===== src/logic/iin_oc_pkg.sv =====
`default_nettype none
package iin_oc_pkg;
   // Register command codes
   localparam logic [7:0] LIMIT_ADDR = 8'h5B;
   localparam logic [7:0] ACTION_ADDR = 8'h5C;
   // Limit register fields
   localparam int EXP_MSB = 15;
   localparam int EXP_LSB = 11;
   localparam int MANT_MSB = 10;
   localparam int MANT_W = 11;
   localparam int EXP_W = 5;
   // Action register fields
   localparam int RESP_MSB = 7;
   localparam int RESP_LSB = 6;
   localparam int RETRY_MSB = 5;
   localparam int RETRY_LSB = 3;
   localparam int DELAY_MSB = 2;
   localparam int DELAY_LSB = 0;
   // Reset values
   localparam logic [10:0] LIMIT_RESET = 11'h7FF;
   localparam logic [7:0] ACTION_RESET = 8'h80;
   // Response codes
   localparam logic [1:0] RESP_IGNORE = 2'h0;
   localparam logic [1:0] RESP_RIDE = 2'h1;
   localparam logic [1:0] RESP_RETRY = 2'h2;
   localparam logic [1:0] RESP_HOLD = 2'h3;
   localparam logic [2:0] RETRY_FOREVER = 3'h7;
   // Timing: clock rate and millisecond base
   localparam int CLOCK_HZ = 10000000;
   localparam int MS_PER_S = 1000;
   localparam int MS_CYCLES = CLOCK_HZ / MS_PER_S;
   localparam int MS_W = 12;
   // Shutdown delay in ms, index = delay code
   localparam logic [7:0][11:0] SHUT_MS = {
      12'h500, 12'h280, 12'h140, 12'h0A0, 12'h050, 12'h028, 12'h014, 12'h00A};
   // Restart interval in ms, index = delay code
   localparam logic [7:0][11:0] RESTART_MS = {
      12'hA2C, 12'h8DC, 12'h78C, 12'h63C, 12'h4EC, 12'h39C, 12'h22E, 12'h0FC};
   typedef enum logic [2:0] {RUN, RIDE, OFF_WAIT, HOLD, LATCHED} prot_state_t;
endpackage : iin_oc_pkg
`default_nettype wire


===== src/logic/input_overcurrent_fault_protect.sv =====
// Function
// - Fault when measured input current exceeds the programmed limit.
// - Limit bits 15:11 read-only, return exponent from exponent register.
// - Limit bits 10:8 read/write, upper mantissa bits; limit is Y times 2^N.
// - Limit bits 7:0 read/write, lower mantissa byte.
// - Response bits 7:6 select action; code 00 ignores the fault.
// - Code 01 keeps running for shutdown delay, then applies retry behaviour.
// - Code 10 disables output at once, then retries per retry count.
// - Response bits 5:3 are a read/write retry count.
// - Fault persisting after all retries latches the output off.
// - Latched fault clears only on device reset.
// - Restart attempts are spaced by the interval from bits 2:0.
// - Delay code selects shutdown delay 10 to 1280 ms.
// - Delay code selects restart interval 252 to 2604 ms.
`timescale 1ns/1ps
`default_nettype none
module input_overcurrent_fault_protect #(
   parameter int MS_CYCLES = iin_oc_pkg::MS_CYCLES
) (
   input wire logic clock,
   input wire logic reset,
   input wire logic [7:0] reg_addr,
   input wire logic [15:0] reg_wdata,
   input wire logic reg_write,
   input wire logic reg_read,
   output logic [15:0] reg_rdata,
   input wire logic [4:0] exponent_n,
   input wire logic [10:0] iin_mantissa,
   output logic output_enable,
   output logic fault_present,
   output logic fault_latched
);
   logic [iin_oc_pkg::MANT_W-1:0] limit_r;
   logic [7:0] action_r;
   logic [15:0] rdata_r;
   logic fault_r;
   logic oe_r;
   logic latched_r;
   logic [31:0] div_r;
   logic [iin_oc_pkg::MS_W-1:0] ms_r;
   logic [2:0] tries_r;
   logic [2:0] tries_nxt;
   iin_oc_pkg::prot_state_t st_r;
   iin_oc_pkg::prot_state_t st_nxt;
   logic ms_clear;

   wire limit_sel = reg_addr == iin_oc_pkg::LIMIT_ADDR;
   wire action_sel = reg_addr == iin_oc_pkg::ACTION_ADDR;
   wire [1:0] resp = action_r[iin_oc_pkg::RESP_MSB:iin_oc_pkg::RESP_LSB];
   wire [2:0] retry = action_r[iin_oc_pkg::RETRY_MSB:iin_oc_pkg::RETRY_LSB];
   wire [2:0] dcode = action_r[iin_oc_pkg::DELAY_MSB:iin_oc_pkg::DELAY_LSB];
   wire [11:0] shut_ms = iin_oc_pkg::SHUT_MS[dcode];
   wire [11:0] restart_ms = iin_oc_pkg::RESTART_MS[dcode];
   wire ms_tick = div_r == 32'(MS_CYCLES - 1);
   wire shut_done = ms_tick && (ms_r + 12'h001 >= shut_ms);
   wire restart_done = ms_tick && (ms_r + 12'h001 >= restart_ms);
   // Unlimited code never exhausts the attempt budget
   wire may_retry = (retry == iin_oc_pkg::RETRY_FOREVER) || (tries_r < retry);
   // Measured current shares the limit's exponent, so mantissas compare directly
   wire over = iin_mantissa > limit_r;
   wire [15:0] limit_read = {exponent_n, limit_r};
   wire [15:0] read_mux = limit_sel ? limit_read :
                          action_sel ? {8'h00, action_r} : 16'h0000;

   always_ff @(posedge clock) begin
      if (reset) begin
         limit_r <= iin_oc_pkg::LIMIT_RESET;
         action_r <= iin_oc_pkg::ACTION_RESET;
         rdata_r <= 16'h0000;
      end else begin
         if (reg_write && limit_sel) begin
            limit_r <= reg_wdata[iin_oc_pkg::MANT_MSB:0];
         end
         if (reg_write && action_sel) begin
            action_r <= reg_wdata[7:0];
         end
         if (reg_read) begin
            rdata_r <= read_mux;
         end
      end
   end

   always_comb begin
      st_nxt = st_r;
      tries_nxt = tries_r;
      ms_clear = 1'b0;
      unique case (st_r)
         iin_oc_pkg::RUN: begin
            if (fault_r) begin
               ms_clear = 1'b1;
               unique case (resp)
                  iin_oc_pkg::RESP_IGNORE: st_nxt = iin_oc_pkg::RUN;
                  iin_oc_pkg::RESP_RIDE: st_nxt = iin_oc_pkg::RIDE;
                  iin_oc_pkg::RESP_RETRY: begin
                     st_nxt = may_retry ? iin_oc_pkg::OFF_WAIT : iin_oc_pkg::LATCHED;
                     tries_nxt = may_retry ? tries_r + 3'h1 : tries_r;
                  end
                  iin_oc_pkg::RESP_HOLD: st_nxt = iin_oc_pkg::HOLD;
               endcase
            end else if (shut_done) begin
               // A clean stretch as long as the shutdown delay refills the budget
               ms_clear = 1'b1;
               tries_nxt = 3'h0;
            end
         end
         iin_oc_pkg::RIDE: begin
            if (!fault_r) begin
               st_nxt = iin_oc_pkg::RUN;
               ms_clear = 1'b1;
            end else if (shut_done) begin
               st_nxt = may_retry ? iin_oc_pkg::OFF_WAIT : iin_oc_pkg::LATCHED;
               tries_nxt = may_retry ? tries_r + 3'h1 : tries_r;
               ms_clear = 1'b1;
            end
         end
         iin_oc_pkg::OFF_WAIT: begin
            if (restart_done) begin
               st_nxt = iin_oc_pkg::RUN;
               ms_clear = 1'b1;
            end
         end
         iin_oc_pkg::HOLD: begin
            if (!fault_r) begin
               st_nxt = iin_oc_pkg::RUN;
               ms_clear = 1'b1;
            end
         end
         iin_oc_pkg::LATCHED: st_nxt = iin_oc_pkg::LATCHED;
         default: st_nxt = iin_oc_pkg::LATCHED;
      endcase
   end

   always_ff @(posedge clock) begin
      if (reset) begin
         st_r <= iin_oc_pkg::RUN;
         tries_r <= 3'h0;
         fault_r <= 1'b0;
         oe_r <= 1'b0;
         latched_r <= 1'b0;
         div_r <= 32'h00000000;
         ms_r <= 12'h000;
      end else begin
         st_r <= st_nxt;
         tries_r <= tries_nxt;
         fault_r <= over;
         oe_r <= (st_nxt == iin_oc_pkg::RUN) || (st_nxt == iin_oc_pkg::RIDE);
         latched_r <= st_nxt == iin_oc_pkg::LATCHED;
         div_r <= (ms_clear || ms_tick) ? 32'h00000000 : div_r + 32'h00000001;
         ms_r <= ms_clear ? 12'h000 : (ms_tick ? ms_r + 12'h001 : ms_r);
      end
   end

   assign reg_rdata = rdata_r;
   assign output_enable = oe_r;
   assign fault_present = fault_r;
   assign fault_latched = latched_r;
endmodule : input_overcurrent_fault_protect
`default_nettype wire


===== config.mk =====
export PLATFORM = sky130hd
export DESIGN_NAME = input_overcurrent_fault_protect
export DESIGN_NICKNAME = d
export VERILOG_FILES = /design/src/logic/iin_oc_pkg.sv /design/src/logic/input_overcurrent_fault_protect.sv
export SDC_FILE = /design/constraint.sdc
export NUM_CORES = 1
export LEC_CHECK = 0
export ABC_CLOCK_PERIOD_IN_PS = 3200
export BUFFER_PORTS_ARGS = -buffer_cell sky130_fd_sc_hd__buf_4
export CAP_MARGIN = 0
export CORE_UTILIZATION = 25
export CTS_BUF_LIST = sky130_fd_sc_hd__clkbuf_4 sky130_fd_sc_hd__clkbuf_8
export CTS_CLUSTER_DIAMETER = 120
export DETAILED_ROUTE_END_ITERATION = 10
export HOLD_SLACK_MARGIN = 0.08
export SYNTH_ARGS = -nofsm -noshare
export SYNTH_HDL_FRONTEND = slang
export SYNTH_SLANG_ARGS = --single-unit

===== constraint.sdc =====
create_clock -name clock -period 3.2 [get_ports clock]
set_clock_uncertainty 0.15 [all_clocks]
set_input_delay 0.64 -clock clock [delete_from_list [all_inputs] [get_ports clock]]
set_output_delay 0.64 -clock clock [all_outputs]
set_load 0.01 [all_outputs]

### Yosys cells after proc, flatten, opt, wreduce, memory -nomap -nowiden

Memory sizes are Yosys's and may differ from the RTL's. A register that Yosys moved wholly into a read port is not among the register bits.
Cells that the tools add are included.
W data, S select, Z words.

| storage, ports and cells | value |
|---|---|
| bits in registers | 88 |
| bits in read-only memories | 192 |
| bits of input ports | 44 |
| output and inout port bits | 19 |
| logic and storage cells | 79 |
| memories | 2 |

| cells by class | value |
|---|---|
| add/subtract/negate cells | 3 |
| order comparisons | 5 |
| equal/unequal tests | 16 |
| multiplexer cells | 29 |
| reduce and logical (&&, ||, !) cells | 14 |

Memories:

| memory | words | bits a word | read ports | clocked after memory_dff | wr ports | line | RTL |
|---|---|---|---|---|---|---|---|
| (name not given) | 8 | 12 | 1 | 1 | 0 | input_overcurrent_fault_protect.sv:53 | `wire [11:0] restart_ms = iin_oc_pkg::RESTART_MS[dcode];` |
| (name not given) | 8 | 12 | 1 | 1 | 0 | input_overcurrent_fault_protect.sv:52 | `wire [11:0] shut_ms = iin_oc_pkg::SHUT_MS[dcode];` |

Operators by type and width:

| cell | count |
|---|---|
| $mux W3 | 16 |
| $add A32 B1 Y32 const B | 1 |
| $eq A32 B14 Y1 const B | 1 |
| $ge A12 B12 Y1 | 2 |
| $mux W12 | 2 |
| $pmux W3 S4 | 2 |
| $eq A8 B7 Y1 const B | 2 |
| $mux W16 | 1 |
| $add A12 B1 Y12 const B | 1 |
| $gt A11 B11 Y1 | 1 |
| $mux W8 | 1 |
| $eq A3 B1 Y1 const B | 2 |
| $eq A3 B2 Y1 const B | 2 |
| $eq A3 B3 Y1 const B | 2 |
| $logic_not A3 Y1 | 2 |
| $pmux W3 S2 | 1 |
| $mux W1 | 5 |
| $reduce_and A5 Y1 | 1 |
| $eq A2 B2 Y1 const B | 2 |
| $logic_and A1 B1 Y1 | 4 |
| $lt A3 B4 Y1 const B | 1 |
| $ne A2 B2 Y1 const B | 2 |
| $pmux W1 S4 | 1 |
| $reduce_or A2 Y1 | 2 |
| other kinds (8) | 10 |

### Logic depth before layout (Yosys ltp)

Gate-level depths: netlist of run 1.

| depth | value |
|---|---|
| depth after elaboration | 9 |
| gate-level depth with buffers | 13 |
| mapped depth without buffers | 12 |

### Least setup slack after synthesis of run 1

No wires, ideal clock.

| path | value |
|---|---|
| path kind | register to register |
| start point | reg ms_r[0] (netlist bit) |
| end point | reg ms_r[10] (netlist bit) |
| setup time | 0.086 ns |
| arrival time | 3.147 ns |
| required time | 2.964 ns |
| path slack | -0.183 ns |
| stages on the path, launching flop included | 14 |
| buffers on the path | 1 |
| period minus slack after synthesis | 3.383 ns |
| path through | dfxtp_1 -> ha_1 -> nand3_1 -> nor2_1 -> nand4_1 -> xnor2_1 -> ha_1 -> and3_1 -> and3_1 -> a221oi_1 -> and2_1 -> o22ai_1 -> clkbuf_1 -> a211oi_1 |

| between the ends | value |
|---|---|
| word-level cells in the longest chain between the ends | 7 |
| elaborated cells between the ends (all ways) | 11 |
| those cells by class | add/sub (1); order compare (2); mux (5); reduce/logical (3) |

RTL lines:

| element | line | RTL |
|---|---|---|
| start: declaration | input_overcurrent_fault_protect.sv:40 | `logic [iin_oc_pkg::MS_W-1:0] ms_r;` |
| start signal: assignment | input_overcurrent_fault_protect.sv:149 | `ms_r <= ms_clear ? 12'h000 : (ms_tick ? ms_r + 12'h001 : ms_r);` |
| $add A12 B1 Y12 * | input_overcurrent_fault_protect.sv:55, input_overcurrent_fault_protect.sv:56, input_overcurrent_fault_protect.sv:149 |  |
| $ge A12 B12 Y1 | input_overcurrent_fault_protect.sv:55 | `wire shut_done = ms_tick && (ms_r + 12'h001 >= shut_ms);` |
| $logic_and A1 B1 Y1 | input_overcurrent_fault_protect.sv:55 |  |
| $mux W1 | input_overcurrent_fault_protect.sv:100, input_overcurrent_fault_protect.sv:110 |  |
| $mux W1 (on tied branches) | input_overcurrent_fault_protect.sv:107, input_overcurrent_fault_protect.sv:89 |  |
| $pmux W1 S4 | input_overcurrent_fault_protect.sv:87 | `unique case (st_r)` |
| $reduce_or A2 Y1 (no line) | -- |  |

Every way passes the cells marked *; elsewhere a longest branch is shown, timed or not.
A chain may end at the register's enable or synchronous reset.

### Final worst setup path of run 1

| path | value |
|---|---|
| start point | reg ms_r[1] (netlist bit) |
| end point | reg ms_r[0] (netlist bit) |

| between the ends | value |
|---|---|
| word-level cells in the longest chain between the ends | 7 |
| elaborated cells between the ends (all ways) | 11 |
| those cells by class | add/sub (1); order compare (2); mux (5); reduce/logical (3) |

RTL lines:

| element | line |
|---|---|
| $add A12 B1 Y12 * | input_overcurrent_fault_protect.sv:55, input_overcurrent_fault_protect.sv:56 |
| $ge A12 B12 Y1 | input_overcurrent_fault_protect.sv:55 |
| $logic_and A1 B1 Y1 | input_overcurrent_fault_protect.sv:55 |
| $mux W1 | input_overcurrent_fault_protect.sv:100, input_overcurrent_fault_protect.sv:110 |
| $mux W1 (on tied branches) | input_overcurrent_fault_protect.sv:107, input_overcurrent_fault_protect.sv:89 |
| $pmux W1 S4 * | input_overcurrent_fault_protect.sv:87 |
| $reduce_or A2 Y1 (no line) * | -- |

Marked as above.

==> results of run 1 <==
[what timing repair did]
action                     CTS  global route
setup endpoints to repair   15            19
buffers inserted             0             8
resized for setup            6            35
pin swaps                    3            20
gates cloned                 0             1
[cell type report]
cell class | instances | area (sq um)
fillers | 2241 | 14400
multi-input cells | 454 | 3210
flip-flops and latches | 107 | 2160
repair buffers | 107 | 820
well taps | 275 | 344
inverters | 42 | 158
clock buffers | 11 | 145
clock inverters | 5 | 37.5
[cells in the mapped netlist, types with 14 or more instances]
| master | number |
|---|---|
| sky130_fd_sc_hd__nor2_1 | 59 |
| sky130_fd_sc_hd__inv_1 | 42 |
| sky130_fd_sc_hd__a211oi_1 | 22 |
| sky130_fd_sc_hd__a21oi_1 | 28 |
| sky130_fd_sc_hd__dfxtp_1 | 107 |
| sky130_fd_sc_hd__nand2_1 | 41 |
| sky130_fd_sc_hd__o21ai_0 | 14 |
| sky130_fd_sc_hd__clkbuf_1 | 26 |
| sky130_fd_sc_hd__nand4_1 | 16 |
| sky130_fd_sc_hd__and3_1 | 19 |
| sky130_fd_sc_hd__nand3_1 | 34 |
| sky130_fd_sc_hd__xnor2_1 | 28 |
| sky130_fd_sc_hd__ha_1 | 41 |
| sky130_fd_sc_hd__xor2_1 | 18 |
| sky130_fd_sc_hd__nor3_1 | 15 |
[layout by cell type (no fill, tap or decap), types with 7 or more instances in the layout]
cell	Yosys	layout
sky130_fd_sc_hd__nor3_1	15	14
sky130_fd_sc_hd__xnor2_1	28	25
sky130_fd_sc_hd__a211o_1	13	13
sky130_fd_sc_hd__and3_1	19	18
sky130_fd_sc_hd__nand2_1	41	41
sky130_fd_sc_hd__o21ai_0	14	11
sky130_fd_sc_hd__nor2_1	59	57
sky130_fd_sc_hd__clkbuf_8	0	10
sky130_fd_sc_hd__nor4_1	11	9
sky130_fd_sc_hd__dfxtp_1	107	101
sky130_fd_sc_hd__inv_1	42	42
sky130_fd_sc_hd__or2_2	7	7
sky130_fd_sc_hd__a21oi_1	28	28
sky130_fd_sc_hd__nand2b_1	11	11
sky130_fd_sc_hd__a22oi_1	8	8
sky130_fd_sc_hd__buf_4	1	105
sky130_fd_sc_hd__nand3_1	34	31
sky130_fd_sc_hd__ha_1	41	40
sky130_fd_sc_hd__and2_1	8	7
sky130_fd_sc_hd__a211oi_1	22	18
sky130_fd_sc_hd__xor2_1	18	17
sky130_fd_sc_hd__nand4_1	16	16
[through the flow]
| step | utilization | hold slack, ps | instances | setup slack, ps | power (mW) |
|---|---|---|---|---|---|
| 2_1_floorplan | - | 268 | 635 | 3.90 | 1.43 |
| 3_3_place_gp | 0.304 | 283 | 976 | -33.5 | 1.49 |
| 3_5_place_dp | 0.304 | 291 | 976 | -47.7 | 1.49 |
| 4_1_cts | 0.314 | 311 | 992 | 0.488 | 2.30 |
| 5_1_grt | 0.324 | 333 | 1001 | -80.5 | 2.36 |
| 6_report | 0.324 | 301 | 1001 | 114 | 2.25 |
[worst max path at each step]
stage / from / end / slack [ps]
2_1_floorplan: ms_r[0] / ms_r[10] / 4
3_3_place_gp: ms_r[0] / output_enable / -30
3_5_place_dp: ms_r[0] / output_enable / -50
4_1_cts: ms_r[3] / ms_r[1] / 0.5
5_1_grt: ms_r[3] / ms_r[2] / -80
6_report: ms_r[1] / ms_r[0] / 110
[kinds of logic after synthesis]
logic type	synth area share
AO/OA/AOI/OAI	0.142
XOR/XNOR	0.0737
adder cells (fa/ha/maj)	0.0939
buffers and inverters	0.0517
flip-flops	0.392
multiplexers	0.0172
AND/OR/NAND/NOR	0.229
[layer usage]
metal | track usage | part of all wire | vias to the layer above
met1 | 0.150 | 0.48 | 2157
li1 | - | - | 2403
met2 | 0.188 | 0.47 | 66
met5 | 0 | 0 | -
met3 | 0.0189 | 0.035 | 13
met4 | 0.0439 | 0.016 | 0
[registers in the layout, indices dropped and copies added (netlist names)]
name and count:
ms_r 12, tries_r 3, action_r 8, st_r 3
limit_r 11, shut_ms 10, div_r 32, reg_rdata 16
fault_present 1, fault_latched 1, restart_ms 9, output_enable 1
[power by group]
group | switching [mW] | internal (mW) | total, mW
clock network | 0.478 | 0.316 | 0.794
registers | 0.00693 | 1.34 | 1.34
logic | 0.0568 | 0.0578 | 0.115
==> impl_metrics.toml, run 1 <==
[critical_path]
critical_path_required_ps = 3350
slowest_stage = "sky130_fd_sc_hd__dfxtp_4"
crit_path_class = "reg -> reg"
worst-path-stages = 13
critical_path.startpoint_type = "flop"
timing.rr.end = "ms_r[0]"
critical-path-top-delay-family = "simple AND/OR/NAND/NOR gates"
worstPathMaxFanout = 6
worst_path_largest_cell_delay_ps = 390
crit_path_cell_trace = "ha_4 > nand3_4 > nor2_4 > nand4_1 > xnor2_2 > ha_1 > and3_4 > and3_1 > a221oi_2 > and2_4 > o22ai_2 > buf_4 > a211oi_1"
timing.critical_path.buf_inv = 1
worstRegToRegCells = 13
regToRegStartpoint = "ms_r[1]"
cp-end-kind = "flop"
rrSetupSlack_ps = 110
cp.arrival_ps = 3230

[logic_synthesis]
synth-seq-cells = 107
synth_top_cell_area_share = 0.392
yosysTopAreaCell = "sky130_fd_sc_hd__dfxtp_1"
dominantRegCellSynth = "sky130_fd_sc_hd__dfxtp_1"
post_synth_cell_types = 52
avgSynthCellArea_sq_um = 8.60
synthesis.yosys.warnings = 0
syn-cell-area_sq_mm = 0.00546
netlist_instances = 635
syn-num-nets = 720
number_of_enable_type_register_cells_in_the_synthesized_netlist = 0
ys_seq_area_frac = 0.392
synth-async-reset-ratio = 0
yosys-top-cells-area = "sky130_fd_sc_hd__dfxtp_1 39%, sky130_fd_sc_hd__ha_1 9.4%, sky130_fd_sc_hd__xnor2_1 4.5%, sky130_fd_sc_hd__nor2_1 4.1%, sky130_fd_sc_hd__nand3_1 3.1%"

[cts]
maximum_level_of_the_cts_h_tree = 3
clk_latency_ps = 390
cts.sink_count = 107
clock_pin_slew_on_the_worst_setup_and_hold_paths_ps = 100
tritoncts.num_buffers = 9
clock-root-buffer = "sky130_fd_sc_hd__clkbuf_8"
cts_tree = "yes"
clock_tree.buffer_depth = 2
hold_buffer_count_at_cts = 0

[grt]
globalRoute.totalOverflow = 0
first_pass_grt_wire_length_mm = 20.8
grt_usage = 0.115
grt_start_max_net_pins = 46
vias_in_the_first_global_route = 4386
grt_antenna_before_repair = 0

[layout]
design_area_sq_mm = 0.00687
n_antenna_cell = 0
fraction_of_final_layout_cells_sized_beyond_drive_strength_1 = 0.229
synthToLayoutAreaGrowth_pct = 25.7
finalNetCount = 806

[drt]
remaining_drc_errors = 0
ant_nets = 0
wirelength_mm = 12.3
routed_wire_length_per_instance_microns = 12.3
drt-vias-per-instance = 4.63
drtPass1Iterations = 4
drtIter0Drc = 195
routed-via-count = 4639

[timing]
worst_pin_slew_ps = 791
final.setup.tns_ps = 0
timing_max_transition_violations_final = 0
final_min_period_over_clock_period = 0.964
setup_viol = 0
fmaxAchievable_ghz = 0.324
finalWorstPathRequiredPeriod_ps = 3090
relSlewSlack = 0.472
hold_violations = 0

[floorplan]
dieWidth_microns = 150
fp.coreArea_sq_mm = 0.0212
initial_utilization = 0.257
die_height_microns = 150
rows = 53
fp.dieArea_sq_mm = 0.0225
ioPinCount = 63

[hold_path]
min-delay-start = "div_r[0]"
hold-path-cell-count = 1
worst_hold_path.endpoint = "div_r[0]"
hp-class = "reg -> reg"

[power]
vdd.ir_drop.worst_mv = 0.194
p_per_area_mw_per_mm2 = 328
total_leakage_power_nw = 2.78

[run]
max_cap_viol_count = 0

[place]
portBuffers = 57
dpl-instance-area_sq_mm = 0.00646
gpl.final_weighted_congestion = 0.774
detailedPlacementHpwl_mm = 8.83

[run_status]
run_status = "finished, final reports clean"
Note: power is estimated with default switching activity, not from simulation.
==> inputs of run 2 (changes only) <==
Settings changed: ABC_CLOCK_PERIOD_IN_PS 3200 to 2600.
Clock period 3.2 ns to 2.6 ns, I/O delays scaled along.
==> run 2 against run 1 <==
The run now ends with negative setup slack left. Wire length grew 6.3%. Final cell count grew 3.5%. Via count grew 3.0%. Non-clock buffer count grew 34. Sequential power grew 23%. Combinational power grew 40%. Clock power grew 25%. Critical path depth shrank 1. Total power grew 25%. Setup slack lost 460 ps. Die area is the same.
==> impl_metrics.toml, run 2 (same netlist as run 1, synthesis figures left out) <==
[run_status]
run_status = "finished with violations"
failed_checks = "negative setup slack"

[grt]
globalRoute.totalOverflow = 0
grt_antenna_before_repair = 0
grt_start_max_net_pins = 35
first_pass_grt_wire_length_mm = 21.8
vias_in_the_first_global_route = 4634
grt_usage = 0.122

[place]
dpl_worst_slack_ps = -446
dpl-instance-area_sq_mm = 0.00691
gpl.final_weighted_congestion = 0.790
portBuffers = 57
dpl.cell_count = 1014
detailedPlacementHpwl_mm = 9.39

[timing]
rsz0062_at_grt = "yes"
relSlewSlack = 0.625
worst_pin_slew_ps = 557
setup_viol = 20
layout_setup_ws_ps = -342
final.setup.tns_ps = -5880
fmaxAchievable_ghz = 0.340
finalWorstPathRequiredPeriod_ps = 2940
timing_max_transition_violations_final = 0
final_min_period_over_clock_period = 1.13
hold_violations = 0
worst_hold_slack_ps = 234

[drt]
drtPass1Iterations = 4
ant_nets = 0
drtIter0Drc = 191
routed-via-count = 4780
routed_wire_length_per_instance_microns = 12.6
remaining_drc_errors = 0
wirelength_mm = 13.1
drt-vias-per-instance = 4.61

[cts]
clock_tree.buffer_depth = 2
clock-root-buffer = "sky130_fd_sc_hd__clkbuf_8"
cts.sink_count = 107
hold_buffer_count_at_cts = 0
clk_latency_ps = 400
tritoncts.num_buffers = 9
maximum_level_of_the_cts_h_tree = 3
cts_tree = "yes"
clock_pin_slew_on_the_worst_setup_and_hold_paths_ps = 110

[critical_path]
worst_path_largest_cell_delay_ps = 380
critical_path.startpoint_type = "flop"
critical-path-top-delay-family = "simple AND/OR/NAND/NOR gates"
critical_path_required_ps = 2750
cp.arrival_ps = 3100
crit_path_class = "reg -> reg"
crit_path_cell_trace = "ha_4 > nand3_4 > nor2_4 > nand4_1 > xnor2_2 > ha_1 > and3_4 > and3_4 > a221oi_4 > and2_4 > o22ai_4 > a221oi_2"
worstPathMaxFanout = 6
timing.critical_path.buf_inv = 0
slowest_stage = "sky130_fd_sc_hd__dfxtp_4"
cp_common_cell = "sky130_fd_sc_hd__and3_4"
cp-end-kind = "flop"

[power]
total_power_mw = 2.81
vdd.ir_drop.worst_mv = 0.231
p_per_area_mw_per_mm2 = 380
total_leakage_power_nw = 3.02

[hold_path]
hp-class = "in -> reg"

[floorplan]
die_height_microns = 150
fp.dieArea_sq_mm = 0.0225
ioPinCount = 63
initial_utilization = 0.257
rows = 53
dieWidth_microns = 150
fp.coreArea_sq_mm = 0.0212

[layout]
design_area_sq_mm = 0.00739
most_frequent_standard_cell_in_the_layout_excluding_fill_and_tap_cells = "sky130_fd_sc_hd__buf_4"
fraction_of_final_layout_cells_sized_beyond_drive_strength_1 = 0.304
largest_register_ffs = 32
final_cell_mix = "136 x sky130_fd_sc_hd__buf_4, 98 x sky130_fd_sc_hd__dfxtp_1, 57 x sky130_fd_sc_hd__nor2_1, 42 x sky130_fd_sc_hd__inv_1, 40 x sky130_fd_sc_hd__nand2_1"
finalNetCount = 841
fin_cells = 1036
largest_register = "div_r"
finalCoreUtilization = 0.348
synthToLayoutAreaGrowth_pct = 35.3
n_antenna_cell = 0

[run]
max_cap_viol_count = 0
[run 2: final timing paths]
path,startpoint,end,slack (ps),depth (start not counted)
max reg2reg,ms_r[1],ms_r[1],-340,12
min reg2reg,reg_rdata[9],reg_rdata[9],330,2
max,ms_r[1],ms_r[1],-340,12
min,reg_wdata[4],action_r[4],230,3
[run 2: repair_timing]
action,in CTS,in global routing
buffers inserted,3,1
pin swaps,22,18
endpoints found under the setup margin,50,52
resized for setup,30,10
gates cloned,1,1
[run 2: layout make-up]
class,count,area (sq um)
Sequential cell,107,2160
Timing Repair Buffer,141,1110
Clock inverter,6,48.8
Fill cell,2209,13800
Tap cell,275,344
Multi-Input combinational cell,455,3430
Inverter,42,158
Clock buffer,10,138
[run 2: layer usage]
layer | share of wire | vias up | global-route usage
li1 | - | 2481 | -
met1 | 0.47 | 2218 | 0.150
met2 | 0.47 | 68 | 0.203
met3 | 0.041 | 13 | 0.0338
met4 | 0.015 | 0 | 0.0404
met5 | 0 | - | 0
[run 2: report_power, final]
part	internal, mW	total, mW	switching [mW]
clock	0.383	0.992	0.609
sequential	1.65	1.65	0.00680
combinational	0.0837	0.161	0.0777
[run 2: worst reg2reg max path, cell delays in order (launching register included)]
cell,delay [ps]
sky130_fd_sc_hd__dfxtp_4,380
sky130_fd_sc_hd__ha_4,150
sky130_fd_sc_hd__nand3_4,80
sky130_fd_sc_hd__nor2_4,130
sky130_fd_sc_hd__nand4_1,200
sky130_fd_sc_hd__xnor2_2,210
sky130_fd_sc_hd__ha_1,320
sky130_fd_sc_hd__and3_4,160
sky130_fd_sc_hd__and3_4,150
sky130_fd_sc_hd__a221oi_4,310
sky130_fd_sc_hd__and2_4,240
sky130_fd_sc_hd__o22ai_4,130
sky130_fd_sc_hd__a221oi_2,270
==> inputs of run 3 (changes only) <==
--- a/config.mk
+++ b/config.mk
@@ -14,3 +14,3 @@
 export DETAILED_ROUTE_END_ITERATION = 10
-export HOLD_SLACK_MARGIN = 0.08
+export HOLD_SLACK_MARGIN = 0.05
 export SYNTH_ARGS = -nofsm -noshare
@@ -18 +18,2 @@
 export SYNTH_SLANG_ARGS = --single-unit
+export TNS_END_PERCENT = 10
==> constraint.sdc (replaced) <==
create_clock -name clock -period 2.6 [get_ports clock]
set_clock_uncertainty 0.15 [all_clocks]
set_input_delay 0.26 -clock clock [delete_from_list [all_inputs] [get_ports clock]]
set_output_delay 0.26 -clock clock [all_outputs]
set_load 0.01 [all_outputs]
==> run 3 against run 2 <==
The flow still finishes with violations (negative setup slack). Sequential power about the same. Cell area decreased by 0.37%. Hold slack got worse by 160 ps. Wire length decreased by 4.5%. Non-clock buffer count increased by 12. Final cell count increased by 0.87%. Via count increased by 0.15%. Utilization decreased by 0.13 points. Flip-flop and latch count unchanged. Maximum frequency decreased by 1.4%. Count of clock-buffer cells in the layout unchanged. Critical path depth unchanged. Critical endpoint is now ms_r[5].
==> impl_metrics.toml, run 3 (same netlist as run 1, synthesis figures left out) <==
[run_status]
run_status = "finished with violations"
failed_checks = "negative setup slack"

[grt]
first_pass_grt_wire_length_mm = 22.1
grt_usage = 0.120
globalRoute.totalOverflow = 0
grt_start_max_net_pins = 33
grt_antenna_before_repair = 0
vias_in_the_first_global_route = 4728

[floorplan]
initial_utilization = 0.257
fp.dieArea_sq_mm = 0.0225
die_height_microns = 150
fp.coreArea_sq_mm = 0.0212
ioPinCount = 63
rows = 53
dieWidth_microns = 150

[hold_path]
worst_hold_path.endpoint = "limit_r[1]"
hp-class = "in -> reg"
min-delay-start = "reg_wdata[1]"
hold-path-cell-count = 3

[timing]
fmaxAchievable_ghz = 0.335
finalWorstPathRequiredPeriod_ps = 2980
timing_max_transition_violations_final = 0
hold_violations = 0
worst_pin_slew_ps = 914
layout_setup_ws_ps = -385
relSlewSlack = 0.391
final_min_period_over_clock_period = 1.15
rsz0062_at_grt = "yes"
setup_viol = 20

[layout]
fraction_of_final_layout_cells_sized_beyond_drive_strength_1 = 0.270
synthToLayoutAreaGrowth_pct = 34.8
regArea_sq_mm = 0.00216
final_cell_mix = "135 x sky130_fd_sc_hd__buf_4, 99 x sky130_fd_sc_hd__dfxtp_1, 57 x sky130_fd_sc_hd__nor2_1, 42 x sky130_fd_sc_hd__inv_1, 41 x sky130_fd_sc_hd__nand2_1"
most_frequent_standard_cell_in_the_layout_excluding_fill_and_tap_cells = "sky130_fd_sc_hd__buf_4"
largest_register_ffs = 32
n_antenna_cell = 0
fill_cells = 2192
multi_input_comb_area_sq_mm = 0.00330
finalNetCount = 852
largest_register = "div_r"

[critical_path]
worstPathMaxFanout = 10
regToRegStartpoint = "ms_r[0]"
rrSetupSlack_ps = -380
worstRegToRegCells = 12
critical_path.startpoint_type = "flop"
timing.rr.end = "ms_r[5]"
crit_path_class = "reg -> reg"
cp-end-kind = "flop"
cp.arrival_ps = 3120
critical_path_required_ps = 2740

[power]
vdd.ir_drop.worst_mv = 0.216
total_leakage_power_nw = 3.03
p_per_area_mw_per_mm2 = 384
total_power_mw = 2.83

[drt]
wirelength_mm = 12.5
remaining_drc_errors = 0
m1WireLength_mm = 6.24
routed_wire_length_per_instance_microns = 11.9
length_of_routed_met2_wiring_mm = 5.49
drtPass1Iterations = 4
routed-via-count = 4787
drt-vias-per-instance = 4.58
route.met3.wl_microns = 525
dr.max_layer_used = "met4"
ant_nets = 0
drtIter0Drc = 179

[run]
max_cap_viol_count = 0

[place]
detailedPlacementHpwl_mm = 9.35
dpl_worst_slack_ps = -393
portBuffers = 57
gpl.final_weighted_congestion = 0.776

[cts]
tritoncts.num_buffers = 9
clock-root-buffer = "sky130_fd_sc_hd__clkbuf_8"
cts.sink_count = 107
clock_pin_slew_on_the_worst_setup_and_hold_paths_ps = 90
cts_tree = "yes"
clock_tree.buffer_depth = 2
clk_latency_ps = 370
maximum_level_of_the_cts_h_tree = 3
## run 3: cell count changes in the layout (fill, tap and decap cells not counted), moves of 2 or more
cell	previous run	this run
sky130_fd_sc_hd__dlygate4sd3_1	0	15
sky130_fd_sc_hd__a211oi_1	9	11
sky130_fd_sc_hd__buf_6	2	0
sky130_fd_sc_hd__a211oi_2	12	10
sky130_fd_sc_hd__nor3_1	12	14
## run 3: worst max path at each step
stage	slack, ps	startpoint	end
after floorplan	-300	ms_r[1]	ms_r[2]
after global placement	-310	ms_r[6]	output_enable
after detailed placement	-390	ms_r[6]	output_enable
after CTS	-320	ms_r[0]	ms_r[11]
after global routing	-580	ms_r[0]	tries_r[2]
final	-380	ms_r[0]	ms_r[5]
## run 3: per-layer routing
layer  vias up  GRT usage
met5         -          0
met4         0     0.0424
met3        17     0.0238
met2        92      0.192
met1      2189      0.161
li1       2489          -
## run 3: layout make-up
type,instances,share of cell area
Inverter,42,0.0214
Timing Repair Buffer,153,0.166
Clock buffer,10,0.0178
Clock inverter,4,0.00714
Tap cell,275,0.0467
Multi-Input combinational cell,454,0.448
Sequential cell,107,0.293
## run 3: power by group
part / switching (mW) / internal, mW
logic: 0.0767 / 0.0917
clock network: 0.555 / 0.449
registers: 0.00693 / 1.65
total: 0.639 / 2.19
## run 3: stage by stage
step	std cells	instance area, sq um	hold WS [ps]	TNS (ps)	utilization
finish	1045	7360	71.0	-7030	0.347
global route	1045	7360	78.8	-10500	0.347
CTS	1043	7320	53.8	-5660	0.345
detailed placement	1010	6870	316	-6360	0.324
global placement	1010	6870	309	-5610	0.324
floorplan	635	5620	257	-4440	-
## run 3: worst max-delay path: stages (launching register included)
cell	delay, ps
sky130_fd_sc_hd__dfxtp_4	400
sky130_fd_sc_hd__ha_4	150
sky130_fd_sc_hd__nand3_4	80
sky130_fd_sc_hd__nor2_4	140
sky130_fd_sc_hd__xor2_1	250
sky130_fd_sc_hd__ha_1	290
sky130_fd_sc_hd__and3_1	170
sky130_fd_sc_hd__a221o_1	380
sky130_fd_sc_hd__a211oi_4	260
sky130_fd_sc_hd__and2_4	210
sky130_fd_sc_hd__o22ai_4	90
sky130_fd_sc_hd__buf_12	150
sky130_fd_sc_hd__a211oi_2	160
## run 3: timing repair
| item | in CTS | in global routing |
|---|---|---|
| gates cloned | 0 | 0 |
| pin swaps | 7 | 3 |
| setup endpoints to repair | 52 | 52 |
| gates resized for setup | 17 | 8 |
| hold buffers | 15 | 0 |
| setup buffers | 4 | 2 |
| endpoints found under the hold margin | 23 | 0 |
